### src/adcr_map.vh
// Purpose: Register offsets, field positions, reset values and timing for the converter control.
// Assumes: APB with 32-bit data, one register per aligned word.
// Notes: Offsets are local choices; fields sit in the low byte.
`ifndef ADCR_MAP_VH
`define ADCR_MAP_VH

`define ADCR_OFS_STATUS_CONTROL 12'h000
`define ADCR_OFS_RESULT_HIGH 12'h004
`define ADCR_OFS_RESULT_LOW 12'h008
`define ADCR_OFS_CLOCK_CONFIG 12'h00C

// Status and control fields.
`define ADCR_SC_CH_LSB 0
`define ADCR_SC_CH_MSB 4
`define ADCR_SC_CONT_BIT 5
`define ADCR_SC_CONVERSION_COMPLETE_FLAG_BIT 7
`define ADCR_CH_OFF 5'h1F

// Clock configuration fields.
`define ADCR_CK_ASYNC_CLOCK_ENABLE_BIT 0
`define ADCR_CK_ICLK_BIT 1
`define ADCR_CK_MODE_LSB 2
`define ADCR_CK_MODE_MSB 3
`define ADCR_CK_LSMP_BIT 4
`define ADCR_CK_DIV_LSB 5
`define ADCR_CK_DIV_MSB 6
`define ADCR_CK_LPC_BIT 7

`define ADCR_CLOCK_CONFIG_RST 8'h00
`define ADCR_SC_RST 8'h1F

`define ADCR_MODE_8BIT 2'h0
`define ADCR_MODE_10BIT_SW 2'h1
`define ADCR_MODE_RSVD 2'h2
`define ADCR_MODE_10BIT_HW 2'h3

// Sample phase in half converter clocks: 3.5 and 23.5 cycles.
`define ADCR_SAMPLE_SHORT_HALF 8'h07
`define ADCR_SAMPLE_LONG_HALF 8'h2F
// Successive approximation steps, one per converter clock.
`define ADCR_SAR_STEPS 8'h0A

`endif

### src/adcr_clkdiv.v
// Purpose: Converter clock enable from the selected input clock enable.
// Assumes: Input enable is a one-cycle pulse on pclk.
// Notes: Produces one pulse every 1, 2, 4 or 8 input pulses.
`timescale 1ns/1ns
`include "adcr_map.vh"

module adcr_clkdiv (
  // Clock and reset
  input wire pclk,
  input wire presetn,
  // Control
  input wire run,
  input wire in_en,
  input wire [1:0] div_sel,
  // Output
  output reg converter_clock_en
);

  reg [2:0] cnt_r;
  reg [2:0] last;

  always @* begin
    case (div_sel)
      2'h0: last = 3'h0;
      2'h1: last = 3'h1;
      2'h2: last = 3'h3;
      default: last = 3'h7;
    endcase
  end

  // The counter restarts when idle so a conversion started from idle sees whole converter periods.
  always @(posedge pclk or negedge presetn) begin
    if (!presetn) begin
      cnt_r <= 3'h0;
      converter_clock_en <= 1'b0;
    end else if (!run) begin
      cnt_r <= 3'h0;
      converter_clock_en <= 1'b0;
    end else if (in_en) begin
      converter_clock_en <= (cnt_r == last);
      cnt_r <= (cnt_r == last) ? 3'h0 : cnt_r + 3'h1;
    end else begin
      converter_clock_en <= 1'b0;
    end
  end

endmodule

### src/adcr_core.v
// Purpose: Result registers, interlock and clock configuration of a 10-bit converter.
// Assumes: APB slave, zero wait states; analog sample arrives on sar_value.
// Notes: The analog core is outside; this block sequences it and holds results.
//
// Implementation choices: register access over APB and the register addresses.
`timescale 1ns/1ns
`include "adcr_map.vh"

// Function
// - Each finished conversion not locked out loads both result registers.
// - High holds MSBs; unused high bits read zero.
// - Reading high locks results until low read.
// - Conversions finishing while locked are discarded.
// - Eight-bit mode has no interlock.
// - Unused channels give undefined results.
// - Low-power bit selects reduced-power slower operation.
// - Divider codes divide by 1, 2, 4, 8.
// - Clock select picks bus or alternate clock.
// - Mode field selects 8, 10, hardware-trigger.
// - Reset gives 8-bit software-triggered mode.
// - Result rounded to resolution, not truncated.
// - Sample phase 23.5 or 3.5 converter clocks; the code samples for 24 or 4.
// - Async clock used, runs only converting, stop ok.
// - Without async clock, stop mode ends conversions.
// - Complete flag cleared by low read, control write.
// - Control write aborts and restarts unless channel off.
module adcr_core (
  // APB
  input wire pclk,
  input wire presetn,
  input wire psel,
  input wire penable,
  input wire pwrite,
  input wire [11:0] paddr,
  input wire [31:0] pwdata,
  output reg [31:0] prdata,
  output reg pready,
  output reg pslverr,
  // Clock sources and system state
  input wire alt_clk_en,
  input wire async_clk_en,
  input wire stop_mode,
  input wire hw_trigger,
  // Analog core
  input wire [11:0] sar_value,
  input wire voltage_inhibit_power_down,
  output reg sar_sample,
  output reg sar_power,
  output reg low_power_config,
  output reg async_clock_run,
  output reg [4:0] channel_select
);

  localparam ST_IDLE = 2'h0;
  localparam ST_SAMPLE = 2'h1;
  localparam ST_CONVERT = 2'h2;

  reg [7:0] clock_config_r;
  reg [7:0] sc_r;
  reg [7:0] result_high_r;
  reg [7:0] result_low_r;
  reg locked_r;
  reg [1:0] state_r;
  reg [7:0] phase_cnt_r;
  reg half_r;
  reg [2:0] bus_div_r;
  reg bus_en_r;

  wire setup = psel && !penable;
  wire acc = psel && penable;
  wire wr_sc = acc && pwrite && (paddr == `ADCR_OFS_STATUS_CONTROL);
  wire wr_ck = acc && pwrite && (paddr == `ADCR_OFS_CLOCK_CONFIG);
  wire rd_hi = acc && !pwrite && (paddr == `ADCR_OFS_RESULT_HIGH);
  wire rd_lo = acc && !pwrite && (paddr == `ADCR_OFS_RESULT_LOW);

  wire async_on = clock_config_r[`ADCR_CK_ASYNC_CLOCK_ENABLE_BIT];
  wire [1:0] mode = clock_config_r[`ADCR_CK_MODE_MSB:`ADCR_CK_MODE_LSB];
  wire ten_bit = mode[0];
  wire [4:0] ch = sc_r[`ADCR_SC_CH_MSB:`ADCR_SC_CH_LSB];
  wire cont = sc_r[`ADCR_SC_CONT_BIT];
  wire in_en;
  wire converter_clock_en;
  wire run = (state_r != ST_IDLE);

  function known_addr;
    input [11:0] a;
    begin
      known_addr = (a == `ADCR_OFS_STATUS_CONTROL) || (a == `ADCR_OFS_RESULT_HIGH) ||
                   (a == `ADCR_OFS_RESULT_LOW) || (a == `ADCR_OFS_CLOCK_CONFIG);
    end
  endfunction

  // The bus clock is used at a quarter of pclk as the internal bus-clock source.
  always @(posedge pclk or negedge presetn) begin
    if (!presetn) begin
      bus_div_r <= 3'h0;
      bus_en_r <= 1'b0;
    end else begin
      bus_div_r <= bus_div_r + 3'h1;
      bus_en_r <= (bus_div_r[1:0] == 2'h3);
    end
  end

  // Async source wins; otherwise the select bit picks bus or alternate clock.
  assign in_en = async_on ? async_clk_en :
                 (clock_config_r[`ADCR_CK_ICLK_BIT] ? bus_en_r : alt_clk_en);

  adcr_clkdiv u_div (
    .pclk(pclk),
    .presetn(presetn),
    .run(run),
    .in_en(in_en),
    .div_sel(clock_config_r[`ADCR_CK_DIV_MSB:`ADCR_CK_DIV_LSB]),
    .converter_clock_en(converter_clock_en)
  );

  // Rounding to the chosen width: 12 raw bits carry two guard bits beyond ten.
  reg [10:0] r10;
  reg [8:0] r8;
  reg [9:0] res;
  always @* begin
    r10 = {1'b0, sar_value[11:2]} + {10'h000, sar_value[1]};
    r8 = {1'b0, sar_value[11:4]} + {8'h00, sar_value[3]};
    if (ten_bit) begin
      res = r10[10] ? 10'h3FF : r10[9:0];
    end else begin
      res = r8[8] ? 10'h0FF : {2'h0, r8[7:0]};
    end
  end

  // Start conditions: software write, hardware trigger in mode 11, or continuous rerun.
  wire ch_on = (ch != `ADCR_CH_OFF);
  wire sw_start = wr_sc && (pwdata[`ADCR_SC_CH_MSB:`ADCR_SC_CH_LSB] != `ADCR_CH_OFF);
  wire hw_start = (mode == `ADCR_MODE_10BIT_HW) && hw_trigger && ch_on && !run;
  wire stop_kill = stop_mode && !async_on;
  wire [7:0] sample_len = clock_config_r[`ADCR_CK_LSMP_BIT] ?
                          `ADCR_SAMPLE_LONG_HALF : `ADCR_SAMPLE_SHORT_HALF;
  wire done = (state_r == ST_CONVERT) && converter_clock_en && (phase_cnt_r == 8'h01);
  // Modes 00 and 01 start by software only; the reserved code behaves as 00.
  wire sw_mode = (mode != `ADCR_MODE_10BIT_HW);

  always @(posedge pclk or negedge presetn) begin
    if (!presetn) begin
      state_r <= ST_IDLE;
      phase_cnt_r <= 8'h00;
      half_r <= 1'b0;
    end else if (stop_kill || wr_ck) begin
      state_r <= ST_IDLE;
      phase_cnt_r <= 8'h00;
      half_r <= 1'b0;
    end else if (wr_sc) begin
      // Abort the running conversion; start again unless the channel is off.
      state_r <= sw_start ? ST_SAMPLE : ST_IDLE;
      phase_cnt_r <= sample_len;
      half_r <= 1'b0;
    end else if (hw_start) begin
      state_r <= ST_SAMPLE;
      phase_cnt_r <= sample_len;
      half_r <= 1'b0;
    end else begin
      case (state_r)
        ST_IDLE: begin
          phase_cnt_r <= 8'h00;
        end
        // Sampling counts half periods, two per converter clock; an odd count ends on a whole clock, giving 4 or 24 clocks.
        ST_SAMPLE: begin
          if (converter_clock_en) begin
            if (phase_cnt_r <= 8'h02) begin
              state_r <= ST_CONVERT;
              phase_cnt_r <= `ADCR_SAR_STEPS;
              half_r <= phase_cnt_r[0];
            end else begin
              phase_cnt_r <= phase_cnt_r - 8'h02;
            end
          end
        end
        ST_CONVERT: begin
          if (converter_clock_en) begin
            if (phase_cnt_r == 8'h01) begin
              state_r <= (cont && ch_on && sw_mode) ? ST_SAMPLE : ST_IDLE;
              phase_cnt_r <= sample_len;
            end else begin
              phase_cnt_r <= phase_cnt_r - 8'h01;
            end
          end
        end
        default: begin
          state_r <= ST_IDLE;
        end
      endcase
    end
  end

  // Result registers and the read interlock.
  always @(posedge pclk or negedge presetn) begin
    if (!presetn) begin
      result_high_r <= 8'h00;
      result_low_r <= 8'h00;
      locked_r <= 1'b0;
    end else begin
      if (done && !(locked_r && ten_bit)) begin
        result_high_r <= {6'h00, res[9:8]};
        result_low_r <= res[7:0];
      end
      if (rd_lo) begin
        locked_r <= 1'b0;
      end else if (rd_hi && ten_bit) begin
        locked_r <= 1'b1;
      end else if (!ten_bit) begin
        locked_r <= 1'b0;
      end
    end
  end

  // Control registers; the complete flag sets on done, which wins over a clear.
  always @(posedge pclk or negedge presetn) begin
    if (!presetn) begin
      clock_config_r <= `ADCR_CLOCK_CONFIG_RST;
      sc_r <= `ADCR_SC_RST;
    end else begin
      if (wr_ck) begin
        clock_config_r <= pwdata[7:0];
      end
      if (wr_sc) begin
        sc_r[6:0] <= pwdata[6:0];
      end
      if (done) begin
        sc_r[`ADCR_SC_CONVERSION_COMPLETE_FLAG_BIT] <= 1'b1;
      end else if (wr_sc || rd_lo) begin
        sc_r[`ADCR_SC_CONVERSION_COMPLETE_FLAG_BIT] <= 1'b0;
      end
    end
  end

  // Read data is registered in the setup cycle, so every access has no wait state.
  always @(posedge pclk or negedge presetn) begin
    if (!presetn) begin
      prdata <= 32'h00000000;
      pready <= 1'b0;
      pslverr <= 1'b0;
    end else begin
      pready <= setup;
      pslverr <= setup && !known_addr(paddr);
      if (setup && !pwrite) begin
        case (paddr)
          `ADCR_OFS_STATUS_CONTROL: prdata <= {24'h000000, sc_r};
          `ADCR_OFS_RESULT_HIGH: prdata <= {24'h000000, result_high_r};
          `ADCR_OFS_RESULT_LOW: prdata <= {24'h000000, result_low_r};
          `ADCR_OFS_CLOCK_CONFIG: prdata <= {24'h000000, clock_config_r};
          default: prdata <= 32'h00000000;
        endcase
      end
    end
  end

  // Analog-side controls. Channel codes beyond the valid set are passed through unchecked.
  always @(posedge pclk or negedge presetn) begin
    if (!presetn) begin
      sar_sample <= 1'b0;
      sar_power <= 1'b0;
      low_power_config <= 1'b0;
      async_clock_run <= 1'b0;
      channel_select <= 5'h1F;
    end else begin
      sar_sample <= (state_r == ST_SAMPLE);
      sar_power <= run && ch_on;
      low_power_config <= clock_config_r[`ADCR_CK_LPC_BIT];
      async_clock_run <= async_on && run;
      channel_select <= ch;
    end
  end

endmodule

### config.mk
export PLATFORM = sky130hd
export DESIGN_NAME = adcr_core
export DESIGN_NICKNAME = d
export VERILOG_FILES = /design/src/adcr_clkdiv.v /design/src/adcr_core.v
export VERILOG_INCLUDE_DIRS = /design/src
export SDC_FILE = /design/constraint.sdc
export NUM_CORES = 1
export LEC_CHECK = 0
export BUFFER_PORTS_ARGS = -buffer_cell sky130_fd_sc_hd__buf_2
export CORE_MARGIN = 1
export CORE_UTILIZATION = 48
export CTS_CLUSTER_DIAMETER = 40
export CTS_CLUSTER_SIZE = 14
export DETAILED_ROUTE_END_ITERATION = 6
export GPL_ROUTABILITY_DRIVEN = 0
export PLACE_DENSITY = 0.77
export SETUP_SLACK_MARGIN = 0.3
export SYNTH_ARGS = -nofsm -noshare
export SYNTH_HDL_FRONTEND = slang
export SYNTH_HIERARCHICAL = 1
export SYNTH_SLANG_ARGS = --single-unit
### constraint.sdc
create_clock -name pclk -period 2.1 [get_ports pclk]
set_clock_uncertainty 0.05 [all_clocks]
set_input_delay 0.21 -clock pclk [delete_from_list [all_inputs] [get_ports pclk]]
set_output_delay 0.21 -clock pclk [all_outputs]
set_load 0.01 [all_outputs]
## Word-level counts from Yosys, hierarchy flattened

Index checks and enable logic that the tools add are counted.

| cells by class | value |
|---|---|
| $add $sub $neg | 6 |
| order comparisons | 1 |
| eq/ne operators | 21 |
| multiplexer cells | 36 |
| reductions and logical operators | 43 |

Operators by type and width:

| cell | count |
|---|---|
| 8-bit two-way mux | 8 |
| 8-bit one-hot mux with 4 select lines | 1 |
| 12-bit by 4-bit equality test with 1-bit output, second input constant | 2 |
| 1-bit logical AND | 24 |
| 8-bit one-hot mux with 3 select lines | 1 |
| 10-bit two-way mux | 2 |
| 5-bit inequality test, second input constant | 3 |
| 2-bit two-way mux | 7 |
| 12-bit by 3-bit equality test with 1-bit output, second input constant | 1 |
| 12-bit logical NOT | 1 |
| 10-bit by 1-bit adder with 11-bit output | 1 |
| 1-bit two-way mux | 11 |
| 5-bit by 3-bit inequality test with 1-bit output, second input constant | 2 |
| 8-bit by 1-bit adder with 9-bit output | 1 |
| 3-bit two-way mux | 3 |
| 3-bit one-hot mux with 3 select lines | 1 |
| 2-bit equality test, second input constant | 4 |
| 8-bit by 1-bit equality test with 1-bit output, second input constant | 1 |
| 8-bit by 2-bit less-or-equal comparator with 1-bit output, second input constant | 1 |
| 8-bit by 1-bit subtractor with 8-bit output, second input constant | 1 |
| 8-bit by 2-bit subtractor with 8-bit output, second input constant | 1 |
| 3-bit by 1-bit adder with 3-bit output, second input constant | 2 |
| 1-bit logical NOT | 6 |
| 6-bit two-way mux | 1 |
| 13 further kinds | 21 |

| storage, ports and cells | value |
|---|---|
| flip-flop bits (word level) | 88 |
| bits of input ports | 66 |
| output and inout bits | 43 |
| word-level logic and storage cells | 127 |

## Logic depth before layout (Yosys ltp)

Gate-level depths: netlist of the first run.

| logic depth | value |
|---|---|
| word-level depth | 10 |
| depth in mapped cells | 9 |
| mapped depth without buffers | 8 |

## Hierarchy

Netlist of the first run, hierarchy kept.

By module, submodules not included:

| module | instances | cells an instance | area an instance (µm²) | sequential area each (µm²) |
|---|---|---|---|---|
| adcr_core | 1 | 373 | 3,589.7 | 1,488.9 |
| adcr_clkdiv | 1 | 25 | 259.0 | 100.1 |

## Worst setup path before layout of the first run

OpenSTA, ideal clock, no wires.

| path | value |
|---|---|
| kind | register to register |
| from | register phase_cnt_r[5] |
| to | register state_r[0] |
| setup time | 0.128 ns |
| arrival | 1.857 ns |
| required time | 1.922 ns |
| slack | 0.065 ns |
| stages on the path, launching flop included | 7 |
| period minus slack after synthesis | 2.035 ns |
| cells stage by stage | dfrtp_1 buf_6 or4_4 o31ai_4 a31oi_1 o21ai_2 mux2_1 |

| on the way | value |
|---|---|
| cells in the longest elaborated chain, start to end | 3 |
| elaborated cells between the ends (all ways) | 5 |
| classes of those cells | order compare: 1; eq/ne: 3; reduce/logical: 1 |

RTL lines:

| item | line | source |
|---|---|---|
| start: declaration | adcr_core.v:64 | `reg [7:0] phase_cnt_r;` |
| start signal: assignment | adcr_core.v:154 | `phase_cnt_r <= sample_len;` |
| start signal: assignment | adcr_core.v:158 | `phase_cnt_r <= sample_len;` |
| start signal: assignment | adcr_core.v:170 | `` phase_cnt_r <= `ADCR_SAR_STEPS; `` |
| 8-bit by 2-bit less-or-equal comparator with 1-bit output or 8-bit by 1-bit equality test with 1-bit output (tied branches) | adcr_core.v:168, adcr_core.v:179 |  |
| 5-bit inequality test (no source line) or 5-bit by 3-bit inequality test with 1-bit output (tied branches) | n/a |  |
| 5-bit AND reduction (no source line) * | n/a |  |
| end signal: assignment | adcr_core.v:153 | `state_r <= sw_start ? ST_SAMPLE : ST_IDLE;` |
| end signal: assignment | adcr_core.v:180 | `state_r <= (cont && ch_on && sw_mode) ? ST_SAMPLE : ST_IDLE;` |
| end: declaration | adcr_core.v:63 | `reg [1:0] state_r;` |

Mark *: on every way between the ends. The rest lies on a longest branch, timed or not.
A chain may end at the register's enable or synchronous reset.

## Worst setup path in the final report of the first run

| path | value |
|---|---|
| from | register phase_cnt_r[4] |
| to | register state_r[0] |

Same word-level chain as after synthesis.

==> run metrics, run 1 <==
fin crit share 1.00; hold path depth 2; RSZ-0062 raised after global routing yes; fraction of layout cells with a size suffix above 1 0.427; later-pin clock latency in the skew report 370 ps; Area contributors post-synth dfrtp_1 34%, dfstp_2 6.8%, buf_4 4.9%; DR iter-0 viols 278; vias in the first global route 3356; vias after detailed routing 3557; Least-Margin Pin Slew 806 ps; CTS tree done; ys flop type dfrtp_1; Die ar. 8380 um2; Worst setup SP type flop; row count 32; Max H-tree Level 3; fin worst setup slack -6.31 ps; final hold viol count 0; final WL around 11 mm; Max Cap Viol 0; Cell Pwr Density 480 nW/um2; hold-critical path endpoint clock_config_r[7]$_DFFE_PN0P_; DIE WIDTH 91.5 um; EDFF count, synth 0; WHS between 20 and 30 ps; Async S/R FF share, synth 1.00; Psw 690 uW; clock share of power 0.412; I/O Pins 109; outcome complete, but fails checks; Fillers 552; critical hold path startpoint pwdata[7]; initial core utilization 0.498; CP required 2300 ps; crit-path max FO 4; sequential area share after synthesis 0.413; Ys Warns 6; Synth cell types 64; first-pass GRT wire length roughly 16 mm; Final Net Count 596; FF-to-FF path depth 5; Int Power ~1800 uW; Antenna Cells 0; Mapped Area approximately 3800 um2; Area Overhead vs Synth 32.8%; Post-DP HPWL 6.85 mm; DRC violations left 0; FF+latch count, synth 63; Avg Inst Size Synth 9.67 um2; R2R setup slack -6 ps; WL per Instance 17.3 um; worst reg2reg path startpoint phase_cnt_r[4]$_DFFE_PN0P_; fin crit period approximately 2100 ps; clk sink count 63; FF/Latch Area 1590 um2; Lkg Pwr 0.00237 uW; drt pass-1 iters 7; maximum number of pins on one net before global-route repair 64; initial antenna violation count 0; worst r2r dst state_r[0]$_DFFE_PN0P_; overflow left after global routing 0; Reg power frac 0.496; antenna viol nets, final 0; worst min path class input port to flop; # placed instances 580; leading area contributor after synthesis dfrtp_1; area of the multi-input gates about 2300 um2; Vias/cell 5.72; Max VDD drop 360 uV; CORE AREA 7730 um2; CTS Root Cell clkbuf_8; clk buf depth 2; Setup Viol. Count Final 1; Buffers on Ports 58; final std cells w/o fill 622; pre-CTS setup slack -61.9 ps; Rel. slew slack 0.460; CP Class flop to flop; chip height approximately 92 um; power share of the combinational group 0.091; CTS buffer count 9; GRT Overall Usage 0.241; violations in the final reports setup timing; Clock Pin Slew Worst Setup and Hold Paths 80 ps; Yosys top cell area share 0.345; synthesized netlist cell count approximately 400; CP endpoint kind flop; Peak Freq around 470 MHz; fin. max-slew vios 0; critical path arrival 2300 ps; count leader, synth dfrtp_1; Sw Share 0.281; synth cell count leaders 53 x dfrtp_1, 46 x nand2_1, 25 x buf_4, 22 x nor2_1, 19 x a21oi_1
## logic make-up (layout without fill, tap and decap cells)
family,Yosys count,after routing,synth area share
XOR/XNOR,16,16,0.0364
adder cells (fa/ha/maj),15,15,0.0488
other,1,24,0.000974
AO/OA/AOI/OAI,97,98,0.168
multiplexers,27,27,0.0819
flip-flops,63,63,0.413
buffers and inverters,50,148,0.0783
AND/OR/NAND/NOR,129,129,0.173
## sequential cells by signal, indices dropped and copies added (netlist names)
register                  flops
channel_select                5
pslverr                       1
prdata                        8
low_power_config              1
bus_div_r                     2
async_clock_run               1
sar_power                     1
state_r                       2
locked_r                      1
u_div/converter_clock_en      1
sc_r                          8
clock_config_r                8
sar_sample                    1
u_div/cnt_r                   3
pready                        1
bus_en_r                      1
result_low_r                  8
result_high_r                 2
phase_cnt_r                   8
## worst max path at each step
| stage | from | slack [ps] | end |
|---|---|---|---|
| finish | phase_cnt_r[4]$_DFFE_PN0P_ | -6 | state_r[0]$_DFFE_PN0P_ |
| global route | phase_cnt_r[4]$_DFFE_PN0P_ | -50 | state_r[0]$_DFFE_PN0P_ |
| CTS | phase_cnt_r[4]$_DFFE_PN0P_ | 80 | state_r[0]$_DFFE_PN0P_ |
| detailed placement | state_r[1]$_DFFE_PN0P_ | -60 | phase_cnt_r[3]$_DFFE_PN0P_ |
| global placement | state_r[1]$_DFFE_PN0P_ | 50 | phase_cnt_r[0]$_DFFE_PN0P_ |
| floorplan | phase_cnt_r[5]$_DFFE_PN0P_ | 70 | state_r[0]$_DFFE_PN0P_ |
## per-stage QoR
stage               setup TNS [ps]  total power (uW)  cell area (um2)  utilization
floorplan                        0              1380             3950            -
finish                       -6.31              2450             5110        0.661
CTS                              0              2440             4740        0.614
global placement                 0              1450             4400        0.570
global route                 -94.0              2540             5110        0.661
detailed placement           -97.0              1450             4400        0.570
## cells in the final DEF, fill, tap and decap left out, drive strengths merged, types with 3 or more instances in the layout
master    Yosys  routed
mux2i         9       9
buf          31     114
nand2        46      46
nor2         22      22
nand4         4       4
xnor2         7       7
a31oi         8       8
o22ai         7       7
nor2b         5       5
conb          1      24
xor2          9       9
o31ai        10      10
nor4          6       6
nand3        12      12
o21ai        28      29
inv          14      15
ha           15      15
dfrtp        53      53
a21oi        20      20
and3          8       8
clkinvlp      0       3
nor3          9       9
dfstp        10      10
clkbuf        5      12
mux2         16      16
a21o          4       4
and2          4       4
## final cells by class
class,instances,share of cell area
Timing Repair Buffer,118,0.162
Inverter,14,0.0103
Multi-Input combinational cell,309,0.456
Clock inverter,6,0.00881
Sequential cell,63,0.311
Tap cell,102,0.0250
Clock buffer,10,0.0269
## critical path: stages (launching register included)
cell     delay [ps]
dfrtp_2         450
or4_4           570
o31ai_4         260
a31oi_1         150
o21ai_2         180
mux2_4          320
## repair_timing
| item | in CTS | in global routing |
|---|---|---|
| hold buffers | 2 | 0 |
| endpoints found under the hold margin | 54 | 0 |
| setup buffers | 11 | 9 |
| endpoints found under the setup margin | 20 | 20 |
| pin swaps | 13 | 22 |
| resized for setup | 16 | 58 |
| gates cloned | 1 | 3 |
## metal layers
| metal | up-vias | wire length, um | GRT usage |
|---|---|---|---|
| met2 | 183 | 5180 | 0.390 |
| met3 | 44 | 777 | 0.0796 |
| met4 | 0 | 401 | 0.122 |
| li1 | 1630 | - | - |
| met1 | 1700 | 4430 | 0.284 |
| met5 | - | 0 | 0 |
## power by group through the flow
stage | Sequential (uW) | Clock, uW | Combinational, uW
after global routing | 1220 | 1070 | 248
final | 1220 | 1010 | 224
after floorplan | 1240 | 0 | 134
after CTS | 1220 | 999 | 219
after detailed placement | 1240 | 0 | 214
after global placement | 1240 | 0 | 208
Power figures use the tool's default switching activity.
==> run 2: changes to the inputs <==
Settings changed: BUFFER_PORTS_ARGS -buffer_cell sky130_fd_sc_hd__buf_2 to default, CORE_UTILIZATION 48 to 54, DONT_BUFFER_PORTS from default to 1, PLACE_DENSITY 0.77 to 0.72.
==> run 2 against run 1 <==
Effect of this change:
- the flow now finishes without violations
- sequential power about the same
- non-clock buffer count down 48
- first-iteration DRC count down 38%
- highest routed layer unchanged
==> run metrics, run 2 (same netlist as run 1, synthesis figures left out) <==
outcome finished clean (was complete, but fails checks); Vias/cell 5.89 (was 5.72); most frequent cells in the layout 53 x dfrtp_1, 47 x buf_4, 36 x nand2_1 (was 58 x buf_2, 52 x dfrtp_1, 48 x buf_4); clk sink count 63 (unchanged); crit-path max FO 2 (was 4); Cell Pwr Density 510 nW/um2 (was 480 nW/um2); Fillers 524 (was 552); Setup Viol. Count Final 0 (was 1); slowest stage cell, crit path or4_4 (unchanged); final hold viol count 0 (unchanged); fin. max-slew vios 0 (unchanged); cells along the critical path or4_4, o31ai_4, a31oi_1, o21ai_2, mux2_4 (unchanged); overflow left after global routing 0 (unchanged); initial core utilization 0.563 (was 0.498); Crit path buffers/inverters 0 (unchanged); clk buf depth 2 (unchanged); Least-Margin Pin Slew 521 ps (was 806 ps); CP peak stage delay 580 ps (was 570 ps); Tot Pwr 2490 uW (was 2450 uW); Die ar. 7470 um2 (was 8380 um2); FF/Latch Area 1590 um2 (about the same); Clock Pin Slew Worst Setup and Hold Paths 80 ps (about the same); fin crit period 2020 ps (was 2110 ps); RSZ-0062 raised after global routing yes (unchanged); WL per Instance 17.5 um (was 17.3 um); CTS buffer count 9 (unchanged); Worst setup SP type flop (unchanged); Max VDD drop 321 uV (was 360 uV); CP endpoint kind flop (unchanged); final WL 9.91 mm (was 10.8 mm); Rel. slew slack 0.653 (was 0.460); CTS Root Cell clkbuf_8 (unchanged); DR iter-0 viols 172 (was 278); DIE WIDTH 86.4 um (was 91.5 um); Area Overhead vs Synth 26.7% (was 32.8%); Post-DP HPWL 6.73 mm (was 6.85 mm); Antenna Cells 0 (unchanged); GRT Overall Usage 0.291 (was 0.241); Final Net Count 547 (was 596); fin crit share 0.963 (was 1.00); fraction of layout cells with a size suffix above 1 0.331 (was 0.427); chip height 86.4 um (was 91.5 um); vias after detailed routing 3342 (was 3557); CP Class flop to flop (unchanged); row count 30 (was 32); R2R setup slack 80 ps (was -6 ps); critical path arrival 2210 ps (was 2300 ps); Max H-tree Level 3 (unchanged); Peak Freq 495 MHz (was 475 MHz); Lkg Pwr 0.00215 uW (was 0.00237 uW); Fin Setup TNS 0 ps (was -6.31 ps); later-pin clock latency in the skew report 360 ps (was 370 ps); initial antenna violation count 0 (unchanged); antenna viol nets, final 0 (unchanged); worst min path class input port to flop (unchanged); CORE AREA 6830 um2 (was 7730 um2); DRC violations left 0 (unchanged); CTS tree done (unchanged); I/O Pins 109 (unchanged); area of the multi-input gates 2270 um2 (was 2330 um2); Buffers on Ports 0 (was 58); drt pass-1 iters 5 (was 7); CP required 2290 ps (was 2300 ps); Crit path max-delay family compound AO/OA/AOI/OAI gates (unchanged); vias in the first global route 3359 (was 3356); Max Cap Viol 0 (unchanged); maximum number of pins on one net before global-route repair 64 (unchanged); first-pass GRT wire length 16.4 mm (was 15.6 mm); commonest non-fill, non-tap cell in the layout dfrtp_1 (was buf_2)
[run 2: per-stage QoR]
step                      worst slack [ps]  hold slack, ps  cells  utilization  area [um2]
after floorplan                       65.5            -136    421            -        3950
after global placement                80.6            -134    518        0.601        4110
after detailed placement              11.0            -134    518        0.601        4110
after CTS                              104            44.4    562        0.696        4760
after global routing                  5.31            54.6    567        0.714        4880
final                                 78.1            51.8    567        0.714        4880
[run 2: path summary, 6_finish.rpt]
| kind | cells past startpoint | startpoint | endpoint |
|---|---|---|---|
| max | 5 | phase_cnt_r[6]$_DFFE_PN0P_ | state_r[0]$_DFFE_PN0P_ |
| min | 3 | pwrite | sc_r[7]$_DFFE_PN0P_ |
| max reg2reg | 5 | phase_cnt_r[6]$_DFFE_PN0P_ | state_r[0]$_DFFE_PN0P_ |
| min reg2reg | 0 | clock_config_r[7]$_DFFE_PN0P_ | low_power_config$_DFF_PN0_ |
| max in group asynchronous | 2 | presetn | sc_r[2]$_DFFE_PN1P_ |
| min in group asynchronous | 2 | presetn | prdata[2]$_DFFE_PN0P_ |
[run 2: area by class of cell]
class / count / share of cell area
well taps: 96 / 0.0246
flip-flops and latches: 63 / 0.326
repair buffers: 70 / 0.132
clock buffers: 10 / 0.0282
multi-input cells: 308 / 0.465
inverters: 14 / 0.0108
clock inverters: 6 / 0.0136
[run 2: worst register-to-register path: stages (launching register included)]
cell and delay [ps]:
dfrtp_1 380, or4_4 580, o31ai_4 230, a31oi_1 160, o21ai_2 200, mux2_4 320
[run 2: what timing repair did]
item,4_1_cts,5_1_grt
setup endpoints to repair,20,20
cloned,2,0
pin swaps,16,20
hold buffers,14,0
resized for setup,40,18
endpoints found under the hold margin,81,0
setup buffers,12,5
[run 2: power by group]
part           total, uW  switching, uW  internal (uW)
Sequential          1220           2.64           1220
Combinational        171            102           69.4
Clock               1100            511            586
[run 2: layer usage]
layer,up-vias,GRT usage,share of wire
met4,0,0.129,0.027
met5,-,0,0
li1,1530,-,-
met1,1653,0.360,0.41
met2,135,0.483,0.50
met3,24,0.0733,0.059
